==> config.mk <==
export PLATFORM = sky130hd
export DESIGN_NAME = rsld_top
export DESIGN_NICKNAME = d
export VERILOG_FILES = /design/src/design/rsld_top.v /design/src/design/rsld_capture.v /design/src/design/rsld_sig_probe.v
export VERILOG_INCLUDE_DIRS = /design/src /design/src/design
export SDC_FILE = /design/constraint.sdc
export NUM_CORES = 1
export LEC_CHECK = 0
export BUFFER_PORTS_ARGS = -buffer_cell sky130_fd_sc_hd__buf_2
export CAP_MARGIN = 0
export CORE_MARGIN = 1
export CORE_UTILIZATION = 30
export DETAILED_ROUTE_END_ITERATION = 8
export PLACE_DENSITY_LB_ADDON = 0.05
export SETUP_SLACK_MARGIN = 0.4
export SLEW_MARGIN = 20
export SYNTH_ARGS = -nofsm -noshare
export SYNTH_HDL_FRONTEND = slang
export SYNTH_HIERARCHICAL = 1
export SYNTH_SLANG_ARGS = --single-unit
export TNS_END_PERCENT = 1
==> constraint.sdc <==
create_clock -name clk_i -period 2.7 [get_ports clk_i]
set_input_delay 0.54 -clock clk_i [delete_from_list [all_inputs] [get_ports clk_i]]
set_output_delay 0.54 -clock clk_i [all_outputs]
set_load 0.01 [all_outputs]
==> src/design/rsld_regs.vh <==
// Strap field positions, reset values and timing counts for the strap latch.
`ifndef RSLD_REGS_VH
`define RSLD_REGS_VH

// ----------------------------------------------------------------
// Strap word layout
// ----------------------------------------------------------------
`define RSLD_STRAP_W 16
`define RSLD_ADDR_MSB 6
`define RSLD_ADDR_LSB 0
`define RSLD_PROTOCOL_BIT 7
`define RSLD_PORT_GATE_BIT 8
`define RSLD_AUTORUN_BIT 9
`define RSLD_BAUD_LO_BIT 10
`define RSLD_BAUD_HI_BIT 11
`define RSLD_PAIR_BIT 12
`define RSLD_REFCLK_BIT 13
`define RSLD_LAYOUT_BIT 14
`define RSLD_BIAS_BIT 15

// ----------------------------------------------------------------
// Reset values and code-memory constants
// ----------------------------------------------------------------
`define RSLD_WORD_RESET 16'h0000
`define RSLD_SPLIT_BIT 15
`define RSLD_SPLIT_ADDR_W 14
`define RSLD_BOOT_ADDR 16'h0000
`define RSLD_SIG_BASE 16'hfffc
`define RSLD_SIG_BYTE0 8'h89
`define RSLD_SIG_BYTE1 8'hab
`define RSLD_SIG_BYTE2 8'hcd
`define RSLD_SIG_BYTE3 8'hef

// ----------------------------------------------------------------
// Timing: external code-memory access time, rounded up to cycles
// ----------------------------------------------------------------
`define RSLD_CLK_MHZ 200
`define RSLD_ROM_ACCESS_NS 100
`define RSLD_ROM_WAIT_CYC ((`RSLD_ROM_ACCESS_NS * `RSLD_CLK_MHZ + 999) / 1000)

`endif

==> src/design/rsld_top.v <==
// Strap latch and decoder: captures sixteen straps and drives settings.
//
// What this block does
// While hardware reset is low the sixteen code-memory address pins stay inputs.
// On release of hardware reset the sixteen pin levels are stored as a word.
// The stored word is readable by the embedded controller and by the host port.
// A pin without external pull-up reads zero and a pulled-up pin reads one.
// Strap bits 6:0 form the seven-bit two-wire host slave address.
// The board straps bit 7 to zero to get two-wire host operation.
// The board straps bit 8 to zero for two-wire host operation.
// Strap bit 9 starts the controller on a stable clock, else waits for enable.
// Strap bit 12 picks the display-channel pair: zero dedicated, one host pins.
// Strap bits 11:10 choose the firmware serial baud rate code.
// Strap bit 13 picks crystal (zero) or single-ended oscillator (one).
// Strap bit 14 with control bit 4 of register 0x22 sets the code layout.
// An internal boot checks 89 ab cd ef at 0xfffc..0xffff and then runs from 0x0000.
// Strap bit 15 sets the panel-bias level after the reset sequence.
// Capture happens on the rising edge of the active-low hardware reset.
// The stored word holds until the next hardware reset, whatever the pins do.
`timescale 1ns/1ps
`default_nettype none
`include "rsld_regs.vh"

module rsld_top
(
    // Clock and system reset
    input wire clk_i,
    input wire reset_i,

    // Hardware reset pin, active low
    input wire hardware_reset_low_i,

    // Shared code-memory address pins
    input wire [15:0] code_addr_i,
    output reg [15:0] code_addr_o,
    output reg code_addr_oe_n_o,

    // External code-memory data
    input wire [7:0] code_data_i,

    // Embedded controller side
    input wire [15:0] fetch_addr_i,
    input wire layout_split_i,
    input wire mcu_enable_i,
    input wire mcu_clock_stable_i,
    output reg [15:0] config_word_o,
    output reg config_valid_o,
    output reg mcu_run_o,
    output reg fetch_external_o,
    output reg boot_external_o,
    output reg [15:0] mcu_start_addr_o,

    // Host register port read of the stored word
    input wire host_read_i,
    output reg [15:0] host_read_data_o,
    output reg host_read_valid_o,

    // Decoded settings
    output reg [6:0] host_slave_addr_o,
    output reg host_two_wire_o,
    output reg display_channel_pair_o,
    output reg [1:0] baud_choice_o,
    output reg refclk_source_o,
    output reg code_store_layout_o,
    output reg panel_bias_output_o
);

    // ----------------------------------------------------------------
    // Strap capture
    // ----------------------------------------------------------------
    wire [15:0] strap_word;
    wire strap_captured;
    wire strap_pulse;

    // pin level taken as is
    rsld_capture u_capture
    (
        .clk_i(clk_i),
        .reset_i(reset_i),
        .hardware_reset_low_i(hardware_reset_low_i),
        .pins_i(code_addr_i),
        .word_o(strap_word),
        .captured_o(strap_captured),
        .capture_pulse_o(strap_pulse)
    );

    // ----------------------------------------------------------------
    // Field decode
    // ----------------------------------------------------------------
    wire autorun_strap;
    wire layout_strap;
    wire probe_start;

    assign autorun_strap = strap_word[`RSLD_AUTORUN_BIT];
    assign layout_strap = strap_word[`RSLD_LAYOUT_BIT];

    // The probe only runs for an internal boot; an external layout has no signature.
    assign probe_start = strap_pulse & ~layout_strap;

    // ----------------------------------------------------------------
    // Signature probe
    // ----------------------------------------------------------------
    wire [15:0] probe_addr;
    wire probe_busy;
    wire probe_done;
    wire probe_found;

    rsld_sig_probe u_probe
    (
        .clk_i(clk_i),
        .reset_i(reset_i),
        .start_i(probe_start),
        .data_i(code_data_i),
        .addr_o(probe_addr),
        .busy_o(probe_busy),
        .done_o(probe_done),
        .found_o(probe_found)
    );

    // A found flag left over from an earlier release must not count, so the result
    // is trusted only for an internal layout and once the new probe has finished.
    wire probe_valid;
    assign probe_valid = probe_found & ~layout_strap & ~strap_pulse & ~probe_busy;

    // ----------------------------------------------------------------
    // Boot sequencing
    // ----------------------------------------------------------------
    reg boot_ready;
    reg next_boot_ready;
    reg next_fetch_ext;
    reg [15:0] next_addr;

    always @*
    begin
        next_boot_ready = boot_ready;
        if (!strap_captured)
            next_boot_ready = 1'b0;
        else if (layout_strap & strap_pulse)
            next_boot_ready = 1'b1;
        else if (probe_done & ~probe_busy & ~strap_pulse)
            next_boot_ready = 1'b1;
    end

    // ----------------------------------------------------------------
    // Code layout routing
    // ----------------------------------------------------------------
    // code layout routing
    always @*
    begin
        next_fetch_ext = 1'b0;
        next_addr = fetch_addr_i;
        if (probe_valid)
            next_fetch_ext = 1'b1;
        else if (layout_strap & ~layout_split_i)
            next_fetch_ext = 1'b1;
        else if (layout_strap & layout_split_i & fetch_addr_i[`RSLD_SPLIT_BIT])
        begin
            next_fetch_ext = 1'b1;
            next_addr = {2'b00, fetch_addr_i[`RSLD_SPLIT_ADDR_W-1:0]};
        end
    end

    // ----------------------------------------------------------------
    // Controller start
    // ----------------------------------------------------------------
    reg next_mcu_run;

    // Once released the controller keeps running until the next hardware reset,
    // so a brief drop of its enable or clock-stable flag cannot stop it.
    // controller start condition
    always @*
    begin
        next_mcu_run = mcu_run_o;
        if (!hardware_reset_low_i || !boot_ready)
            next_mcu_run = 1'b0;
        else if (autorun_strap)
            next_mcu_run = mcu_run_o | mcu_clock_stable_i;
        else
            next_mcu_run = mcu_run_o | mcu_enable_i;
    end

    // ----------------------------------------------------------------
    // Pin direction and fetch routing
    // ----------------------------------------------------------------
    // The pins turn to outputs only after the word is stored, so a driven
    // level can never reach the capture flops in place of a strap.
    always @(posedge clk_i or posedge reset_i)
    begin
        if (reset_i)
        begin
            code_addr_oe_n_o <= 1'b1;
            code_addr_o <= 16'h0000;
            fetch_external_o <= 1'b0;
        end
        else
        begin
            // pins stay inputs in reset
            // drive only after capture
            if (!hardware_reset_low_i || !strap_captured)
            begin
                code_addr_oe_n_o <= 1'b1;
                code_addr_o <= 16'h0000;
            end
            else
            begin
                code_addr_oe_n_o <= 1'b0;
                code_addr_o <= probe_busy ? probe_addr : next_addr;
            end
            // external fetch flag
            fetch_external_o <= strap_captured & ~probe_busy & next_fetch_ext;
        end
    end

    // ----------------------------------------------------------------
    // Stored word and host read port
    // ----------------------------------------------------------------
    always @(posedge clk_i or posedge reset_i)
    begin
        if (reset_i)
        begin
            config_word_o <= `RSLD_WORD_RESET;
            config_valid_o <= 1'b0;
            host_read_data_o <= 16'h0000;
            host_read_valid_o <= 1'b0;
        end
        else
        begin
            // controller copy of word
            config_word_o <= strap_word;
            config_valid_o <= strap_captured;

            // host port read
            // The answer is held between requests for a slow host; only the
            // valid pulse marks it as fresh.
            host_read_valid_o <= host_read_i;
            if (host_read_i)
                host_read_data_o <= strap_word;
        end
    end

    // ----------------------------------------------------------------
    // Decoded settings
    // ----------------------------------------------------------------
    always @(posedge clk_i or posedge reset_i)
    begin
        if (reset_i)
        begin
            host_slave_addr_o <= 7'h00;
            host_two_wire_o <= 1'b0;
            display_channel_pair_o <= 1'b0;
            baud_choice_o <= 2'b00;
            refclk_source_o <= 1'b0;
            code_store_layout_o <= 1'b0;
            panel_bias_output_o <= 1'b0;
        end
        else
        begin
            // slave address field
            host_slave_addr_o <= strap_word[`RSLD_ADDR_MSB:`RSLD_ADDR_LSB];
            // protocol strap zero
            // port gate strap zero
            host_two_wire_o <= strap_captured & ~strap_word[`RSLD_PROTOCOL_BIT]
                & ~strap_word[`RSLD_PORT_GATE_BIT];

            // display pair select
            display_channel_pair_o <= strap_word[`RSLD_PAIR_BIT];
            // baud rate code
            baud_choice_o <= strap_word[`RSLD_BAUD_HI_BIT:`RSLD_BAUD_LO_BIT];
            // reference clock source
            refclk_source_o <= strap_word[`RSLD_REFCLK_BIT];
            // layout strap copy
            code_store_layout_o <= layout_strap;

            // panel bias level
            // Bias is held low until the strap is known; the board's choice
            // takes effect from capture on.
            panel_bias_output_o <= strap_captured & strap_word[`RSLD_BIAS_BIT];
        end
    end

    // ----------------------------------------------------------------
    // Boot state and controller release
    // ----------------------------------------------------------------
    always @(posedge clk_i or posedge reset_i)
    begin
        if (reset_i)
        begin
            boot_ready <= 1'b0;
            mcu_run_o <= 1'b0;
            boot_external_o <= 1'b0;
            mcu_start_addr_o <= `RSLD_BOOT_ADDR;
        end
        else
        begin
            boot_ready <= next_boot_ready;
            // controller release
            mcu_run_o <= next_mcu_run;
            // jump to external start
            boot_external_o <= probe_valid & strap_captured;
            mcu_start_addr_o <= `RSLD_BOOT_ADDR;
        end
    end

endmodule
`default_nettype wire

==> src/design/rsld_capture.v <==
// Strap capture register: samples the pins on release of hardware reset.
`timescale 1ns/1ps
`default_nettype none
`include "rsld_regs.vh"

module rsld_capture
(
    // Clock and reset
    input wire clk_i,
    input wire reset_i,
    // Hardware reset pin and strap pins
    input wire hardware_reset_low_i,
    input wire [15:0] pins_i,
    // Captured word
    output reg [15:0] word_o,
    output reg captured_o,
    output reg capture_pulse_o
);

    reg hw_prev;
    wire release_edge;

    assign release_edge = hardware_reset_low_i & ~hw_prev;

    always @(posedge clk_i or posedge reset_i)
    begin
        if (reset_i)
        begin
            hw_prev <= 1'b0;
            word_o <= `RSLD_WORD_RESET;
            captured_o <= 1'b0;
            capture_pulse_o <= 1'b0;
        end
        else
        begin
            hw_prev <= hardware_reset_low_i;
            capture_pulse_o <= release_edge;
            // rising edge capture
            // latch pin levels
            if (release_edge)
            begin
                word_o <= pins_i;
                captured_o <= 1'b1;
            end
            else if (!hardware_reset_low_i)
                captured_o <= 1'b0;
        end
    end

endmodule
`default_nettype wire

==> src/design/rsld_sig_probe.v <==
// Boot probe: reads four signature bytes from external code memory.
`timescale 1ns/1ps
`default_nettype none
`include "rsld_regs.vh"

module rsld_sig_probe
(
    // Clock and reset
    input wire clk_i,
    input wire reset_i,
    // Control
    input wire start_i,
    input wire [7:0] data_i,
    // Probe results
    output reg [15:0] addr_o,
    output reg busy_o,
    output reg done_o,
    output reg found_o
);

    localparam ST_IDLE = 2'd0;
    localparam ST_WAIT = 2'd1;
    localparam ST_DONE = 2'd2;
    localparam integer WAIT_FULL = `RSLD_ROM_WAIT_CYC;
    localparam [7:0] WAIT_CYC = WAIT_FULL[7:0];

    reg [1:0] state;
    reg [1:0] idx;
    reg [7:0] wait_cnt;
    reg match;
    reg [7:0] expect_byte;

    always @*
    begin
        case (idx)
            2'd0: expect_byte = `RSLD_SIG_BYTE0;
            2'd1: expect_byte = `RSLD_SIG_BYTE1;
            2'd2: expect_byte = `RSLD_SIG_BYTE2;
            default: expect_byte = `RSLD_SIG_BYTE3;
        endcase
    end

    always @(posedge clk_i or posedge reset_i)
    begin
        if (reset_i)
        begin
            state <= ST_IDLE;
            idx <= 2'd0;
            wait_cnt <= 8'h00;
            match <= 1'b0;
            addr_o <= `RSLD_SIG_BASE;
            busy_o <= 1'b0;
            done_o <= 1'b0;
            found_o <= 1'b0;
        end
        else
        begin
            case (state)
                // A start seen after a finished probe restarts it, so no result is carried over.
                ST_IDLE, ST_DONE:
                begin
                    if (start_i)
                    begin
                        state <= ST_WAIT;
                        idx <= 2'd0;
                        wait_cnt <= WAIT_CYC;
                        match <= 1'b1;
                        addr_o <= `RSLD_SIG_BASE;
                        busy_o <= 1'b1;
                        done_o <= 1'b0;
                        found_o <= 1'b0;
                    end
                end
                ST_WAIT:
                begin
                    // compare signature bytes
                    if (wait_cnt != 8'h01)
                        wait_cnt <= wait_cnt - 8'h01;
                    else if (idx == 2'd3)
                    begin
                        state <= ST_DONE;
                        busy_o <= 1'b0;
                        done_o <= 1'b1;
                        found_o <= match & (data_i == expect_byte);
                    end
                    else
                    begin
                        match <= match & (data_i == expect_byte);
                        idx <= idx + 2'd1;
                        addr_o <= addr_o + 16'h0001;
                        wait_cnt <= WAIT_CYC;
                    end
                end
                default:
                    state <= ST_IDLE;
            endcase
        end
    end

endmodule
`default_nettype wire

======== Yosys cells after proc, flatten, opt, wreduce, memory -nomap -nowiden ========
Index checks and enable logic that the tools add are counted.
Widths: inputs -> output; s select.
word-level totals
  output and inout port bits .............. 84
  bits in registers ....................... 120
  input port bits ......................... 47
cells by class
  add/sub/neg operators ................... 3
  bitwise operators ....................... 27
  reductions and logical operators ........ 13
  muxes and demuxes ....................... 47
  eq/ne operators ......................... 14
operators by type and width
  kind                   count
  $mux 16                8
  $pmux 16 s2            1
  $mux 8                 3
  $mux 1                 21
  $pmux 7 s3             1
  $and 1x1->1            18
  $add 16x1->16 const B  1
  $pmux 8 s2             1
  $mux 2                 6
  $eq 8x8->1             1
  $ne 8x1->1 const B     1
  $pmux 1 s2             4
  $pmux 2 s2             2
  $reduce_and 4->1       2
  $sub 8x1->8 const B    1
  $not 1->1              7
  $eq 2x2->1 const B     3
  $ne 2x2->1 const B     3
  $reduce_and 3->1       2
  $eq 2x1->1 const B     2
  $logic_not 2->1        2
  $ne 2x1->1 const B     2
  $logic_not 1->1        3
  $ne 3x2->1 const B     1
  other kinds (6)        8

======== Logic depth before layout (Yosys ltp) ========
  word-level depth ........................ 7
  mapped depth ............................ 8
  mapped depth without buffers ............ 7

======== Modules after synthesis ========
Netlist, hierarchy kept.
by module, submodules not included
  module          cells an instance  area each (µm²)  seq. area each (µm²)  times used
  rsld_top        158                2,260.9          1,427.6               1
  rsld_sig_probe  188                1,833.0          818.3                 1
  rsld_capture    41                 749.5            475.5                 1

======== Worst setup path before layout ========
No wires, ideal clock.
  kind .................................... reg2reg
  start ................................... register u_probe.idx[0]
  end ..................................... register u_probe.addr_o[5]
  stages on the path, launching flop included .. 7
  arrival ................................. 1.890 ns
  setup slack ............................. 0.746 ns
  required time ........................... 2.636 ns
  clock period less this slack ............ 1.954 ns
  path through ............................ dfrtp_1 ha_1 or3b_1 buf_2 a21o_4 or4_1 nand3_1
between the ends
  cells in the longest elaborated chain, start to end .. 3
RTL lines
  what                               RTL line             RTL
  start: declaration                 rsld_sig_probe.v:28  reg [1:0] idx;
  start signal: assignment           rsld_sig_probe.v:89  idx <= idx + 2'd1;
  $eq 2x2->1                         rsld_sig_probe.v:79  else if (idx == 2'd3)
  $ne 2x2->1 (no source line)        --
  $reduce_and 4->1 (no source line)  --
  end signal: assignment             rsld_sig_probe.v:51  addr_o <= `RSLD_SIG_BASE;
  end signal: assignment             rsld_sig_probe.v:68  addr_o <= `RSLD_SIG_BASE;
  end signal: assignment             rsld_sig_probe.v:90  addr_o <= addr_o + 16'h0001;
  end: declaration                   rsld_sig_probe.v:15  output reg [15:0] addr_o,
Every way passes these cells.
A chain may end at the register's enable or synchronous reset.

======== Worst setup path after layout ========
  start ................................... register u_probe.idx[0]
  end ..................................... register u_probe.addr_o[8]
Same word-level chain as after synthesis.

==> summary.log <==
qor: run_status.status complete, but fails checks
qor: run_status.violations DRC
qor: floorplanning.start_util 30.60%
qor: power_and_ir_drop.p_leak 0.002803 uW
qor: floorplanning.core.rowCount 46
qor: clock_network.cts_made_buffers 9
qor: route.drt-pass1-iter-count 6
qor: route.antenna_left 0
qor: worst_setup_path.terminus_of_the_critical_flop_to_flop_path u_probe/addr_o[8]
qor: route.post_drt_wl_per_cell 15.05 um
qor: global_route.grt_antenna_before_repair 0
qor: worst_setup_path.critical_path.max_fanout 9
qor: synthesis.ys_async_sr_fraction 100.0%
qor: global_route.grt.overflow.total 0
qor: finish.final_layout_size_suffix_gt1_share 39.44%
qor: floorplanning.ioPinCount 131
qor: synthesis.synthesis.yosys.warnings 6
qor: finish.flow.area_growth_from_synthesis 18.83%
qor: place.place.gp.congestion 0.7498
qor: clock_network.clock_sinks 108
qor: clock_network.clockRootBuffer clkbuf_16
qor: synthesis.synth_cell_type_count 60
qor: finish.layout.filler_cells 1604
qor: synthesis.synth_enable_flop_cells 0
qor: floorplanning.dieWidth 129.1 um
qor: global_route.grt_max_degree 33
qor: global_route.grtUsageTotal 13.65%
qor: synthesis.postSynthAreaPerCell 12.52 sq um
qor: worst_setup_path.timing.reg2reg.setup_slack 600 ps
qor: worst_setup_path.worst-r2r-cell-count 5
qor: clock_network.clock_latency 340 ps
qor: global_route.grt_pass1_vias 3163
qor: synthesis.synth_cells 387
qor: worst_setup_path.cp-end-kind register
qor: timing.maxSlewHeadroom 40.15%
qor: power_and_ir_drop.worst_ir_drop_vdd 0.0003276 V
qor: synthesis.synth_fa_ha_area_share 1.808%
qor: floorplanning.die-height 129.1 um
qor: synthesis.netlist_area 4843 sq um
qor: timing.fmaxAchievable 475.2 MHz
qor: synthesis.synth.area.top_cells dfrtp_1 (48%), dfstp_2 (8.1%), mux2_4 (5.9%)
qor: synthesis.ys_seq_elements 108
qor: timing.report.final.hold_viol_count 0
qor: place.hpwl 7862 um
qor: clock_network.cts_hold_buf 0
qor: timing.post_route_minimum_period 2105 ps
qor: floorplanning.core 15830 sq um
qor: finish.num-nets-final 546
qor: worst_setup_path.crit_start u_probe/idx[0]
qor: timing.finalMaxSlewViolations 0
qor: worst_setup_path.critical_path.startpoint_type register
qor: finish.final_util 36.36%
qor: route.detailed_route_via_count 3251
qor: job.cap_viol_max_count 0
qor: synthesis.synthMostInstantiatedCell dfrtp_1
qor: timing.layout_worst_path_cycle_share 77.95%
qor: timing.fin_skew 6.424 ps
qor: worst_setup_path.critPathKind reg -> reg
qor: synthesis.synthFlopType dfrtp_1
qor: finish.antenna-diode-count 0
qor: route.route.detailed.vias_per_inst 4.560
qor: worst_setup_path.arrival 2390 ps
qor: synthesis.synth_compound_gate_area_share 8.525%
qor: clock_network.cts_post_setup_buffers_inserted 0
qor: worst_setup_path.regToRegStartpoint u_probe/idx[0]
qor: synthesis.synth_largest_type_area_fraction 48.05%
qor: power_and_ir_drop.power_density 912.6 nW/um^2
qor: hold_path.worstHoldPathType in -> async
qor: route.detailed_router_s_first_iteration_violation_count 84
qor: synthesis.yosys-mux-area-fraction 12.89%
qor: synthesis.synth_common_cells dfrtp_1 (93), buf_4 (28), nor2_1 (21), mux2_4 (19), nand3_1 (19)
qor: floorplanning.fp.dieArea 16660 sq um
qor: synthesis.synth-simple-area-share 12.48%
qor: power_and_ir_drop.fin_total_pwr 5252 uW
qor: clock_network.tritoncts yes
qor: clock_network.clock_tree.htree_level_count 3
qor: timing.setup_repair_after_global_routing_missed_its_margin no
qor: worst_setup_path.timing.critical_path.required 2980 ps
qor: synthesis.yosys.area.top_type dfrtp_1
qor: route.route.final.wire_length 10730 um
qor: timing.finalSetupTns 0 ps
qor: synthesis.synth_top_family_by_area multiplexers
qor: global_route.global_route_wire_length_before_repair 17250 um
qor: place.numPortBuffers 114
qor: clock_network.max-clock-path-buffers 2
qor: clock_network.clkSlewWorstSetupHoldPaths 70 ps
qor: synthesis.register_area_share_after_synthesis 56.19%
qor: route.post-route-drc-count 1
qor: synthesis.yosys.area_share.xor_xnor 0%
qor: timing.actual_slew_at_the_worst_max_slew_pin 897.8 ps
qor: clock_network.count_of_cells_resized_by_post_cts_repair 0
qor: timing.report.final.setup_viol 0
where the power goes:
group	internal, uW	total (uW)	leakage, uW	switching (uW)
Clock	721	1320	0.000140	595
Sequential	2030	2440	0.00130	411
Combinational	703	1500	0.00136	793
Total	3450	5250	0.00280	1800
routing by layer:
layer | wire [um] | track usage, % | vias up
li1 | - | - | 1559
met1 | 5389 | 19.50 | 1596
met2 | 4793 | 20.51 | 84
met3 | 368 | 2.312 | 12
met4 | 179 | 5.606 | 0
met5 | 0 | 0 | -
per-stage QoR:
| step | hold WS (ps) | cells | worst slack [ps] | instance area (sq um) |
|---|---|---|---|---|
| 6_report | 289.4 | 713 | 595.5 | 5756 |
| 4_1_cts | 294.4 | 713 | 536.9 | 5753 |
| 3_5_place_dp | 382.7 | 697 | 559.4 | 5460 |
| 3_3_place_gp | 374.8 | 697 | 598.1 | 5460 |
| 5_1_grt | 331.8 | 713 | 413.8 | 5756 |
| 2_1_floorplan | 365.1 | 402 | 745.5 | 4900 |
flip-flops by register name, indices dropped and copies added (netlist names), 2 cells and up:
| signal | cells |
|---|---|
| u_probe/state | 2 |
| u_probe/wait_cnt | 8 |
| code_addr_o | 16 |
| u_probe/addr_o | 16 |
| u_capture/word_o | 16 |
| host_read_data_o | 16 |
| host_slave_addr_o | 6 |
| u_probe/idx | 2 |
| config_word_o | 9 |
how the worst max path moves through the flow:
stage	to	cells past startpoint	slack, ps
after floorplan	u_probe/addr_o[5]	6	750
after global placement	u_probe/addr_o[10]	5	600
after detailed placement	u_probe/addr_o[10]	5	560
after CTS	u_probe/addr_o[8]	5	540
after global routing	u_probe/wait_cnt[7]	7	410
final	u_probe/addr_o[8]	5	600
placed cells by master (no fill, tap or decap), types with 4 or more instances in the layout:
master,n
buf_2,114
dfrtp_1,93
nor2_1,21
nand3_1,19
mux2_4,19
mux2i_1,17
nand2_1,17
conb_1,16
dfstp_2,15
o21ai_0,15
mux2_2,14
clkbuf_16,9
buf_4,9
inv_1,9
o31ai_1,9
or4_1,8
a21oi_1,7
ha_1,7
a31oi_1,5
and4_1,5
nor2b_1,4
nand4_1,4
worst max-delay path, stage by stage, from the launching register on:
cell,delay (ps)
dfrtp_1,440
ha_1,260
or3b_1,480
a21o_4,290
or4_1,480
nand3_1,100
area by class of cell:
| class | count | area, sq um | area share, % |
|---|---|---|---|
| clock buffers | 10 | 229.0 | 3.978 |
| clock inverters | 6 | 63.81 | 1.109 |
| inverters | 11 | 41.29 | 0.7174 |
| multi-input cells | 239 | 1792 | 31.13 |
| flip-flops and latches | 108 | 2721 | 47.28 |
| well taps | 216 | 270.3 | 4.696 |
| repair buffers | 123 | 638.1 | 11.09 |
kinds of logic after synthesis:
family                   count (synthesis)
adder cells (fa/ha/maj)                  7
other                                    1
multiplexers                            51
AO/OA/AOI/OAI                           59
buffers and inverters                   55
AND/OR/NAND/NOR                        106
flip-flops                             108
Power figures use the tool's default switching activity.
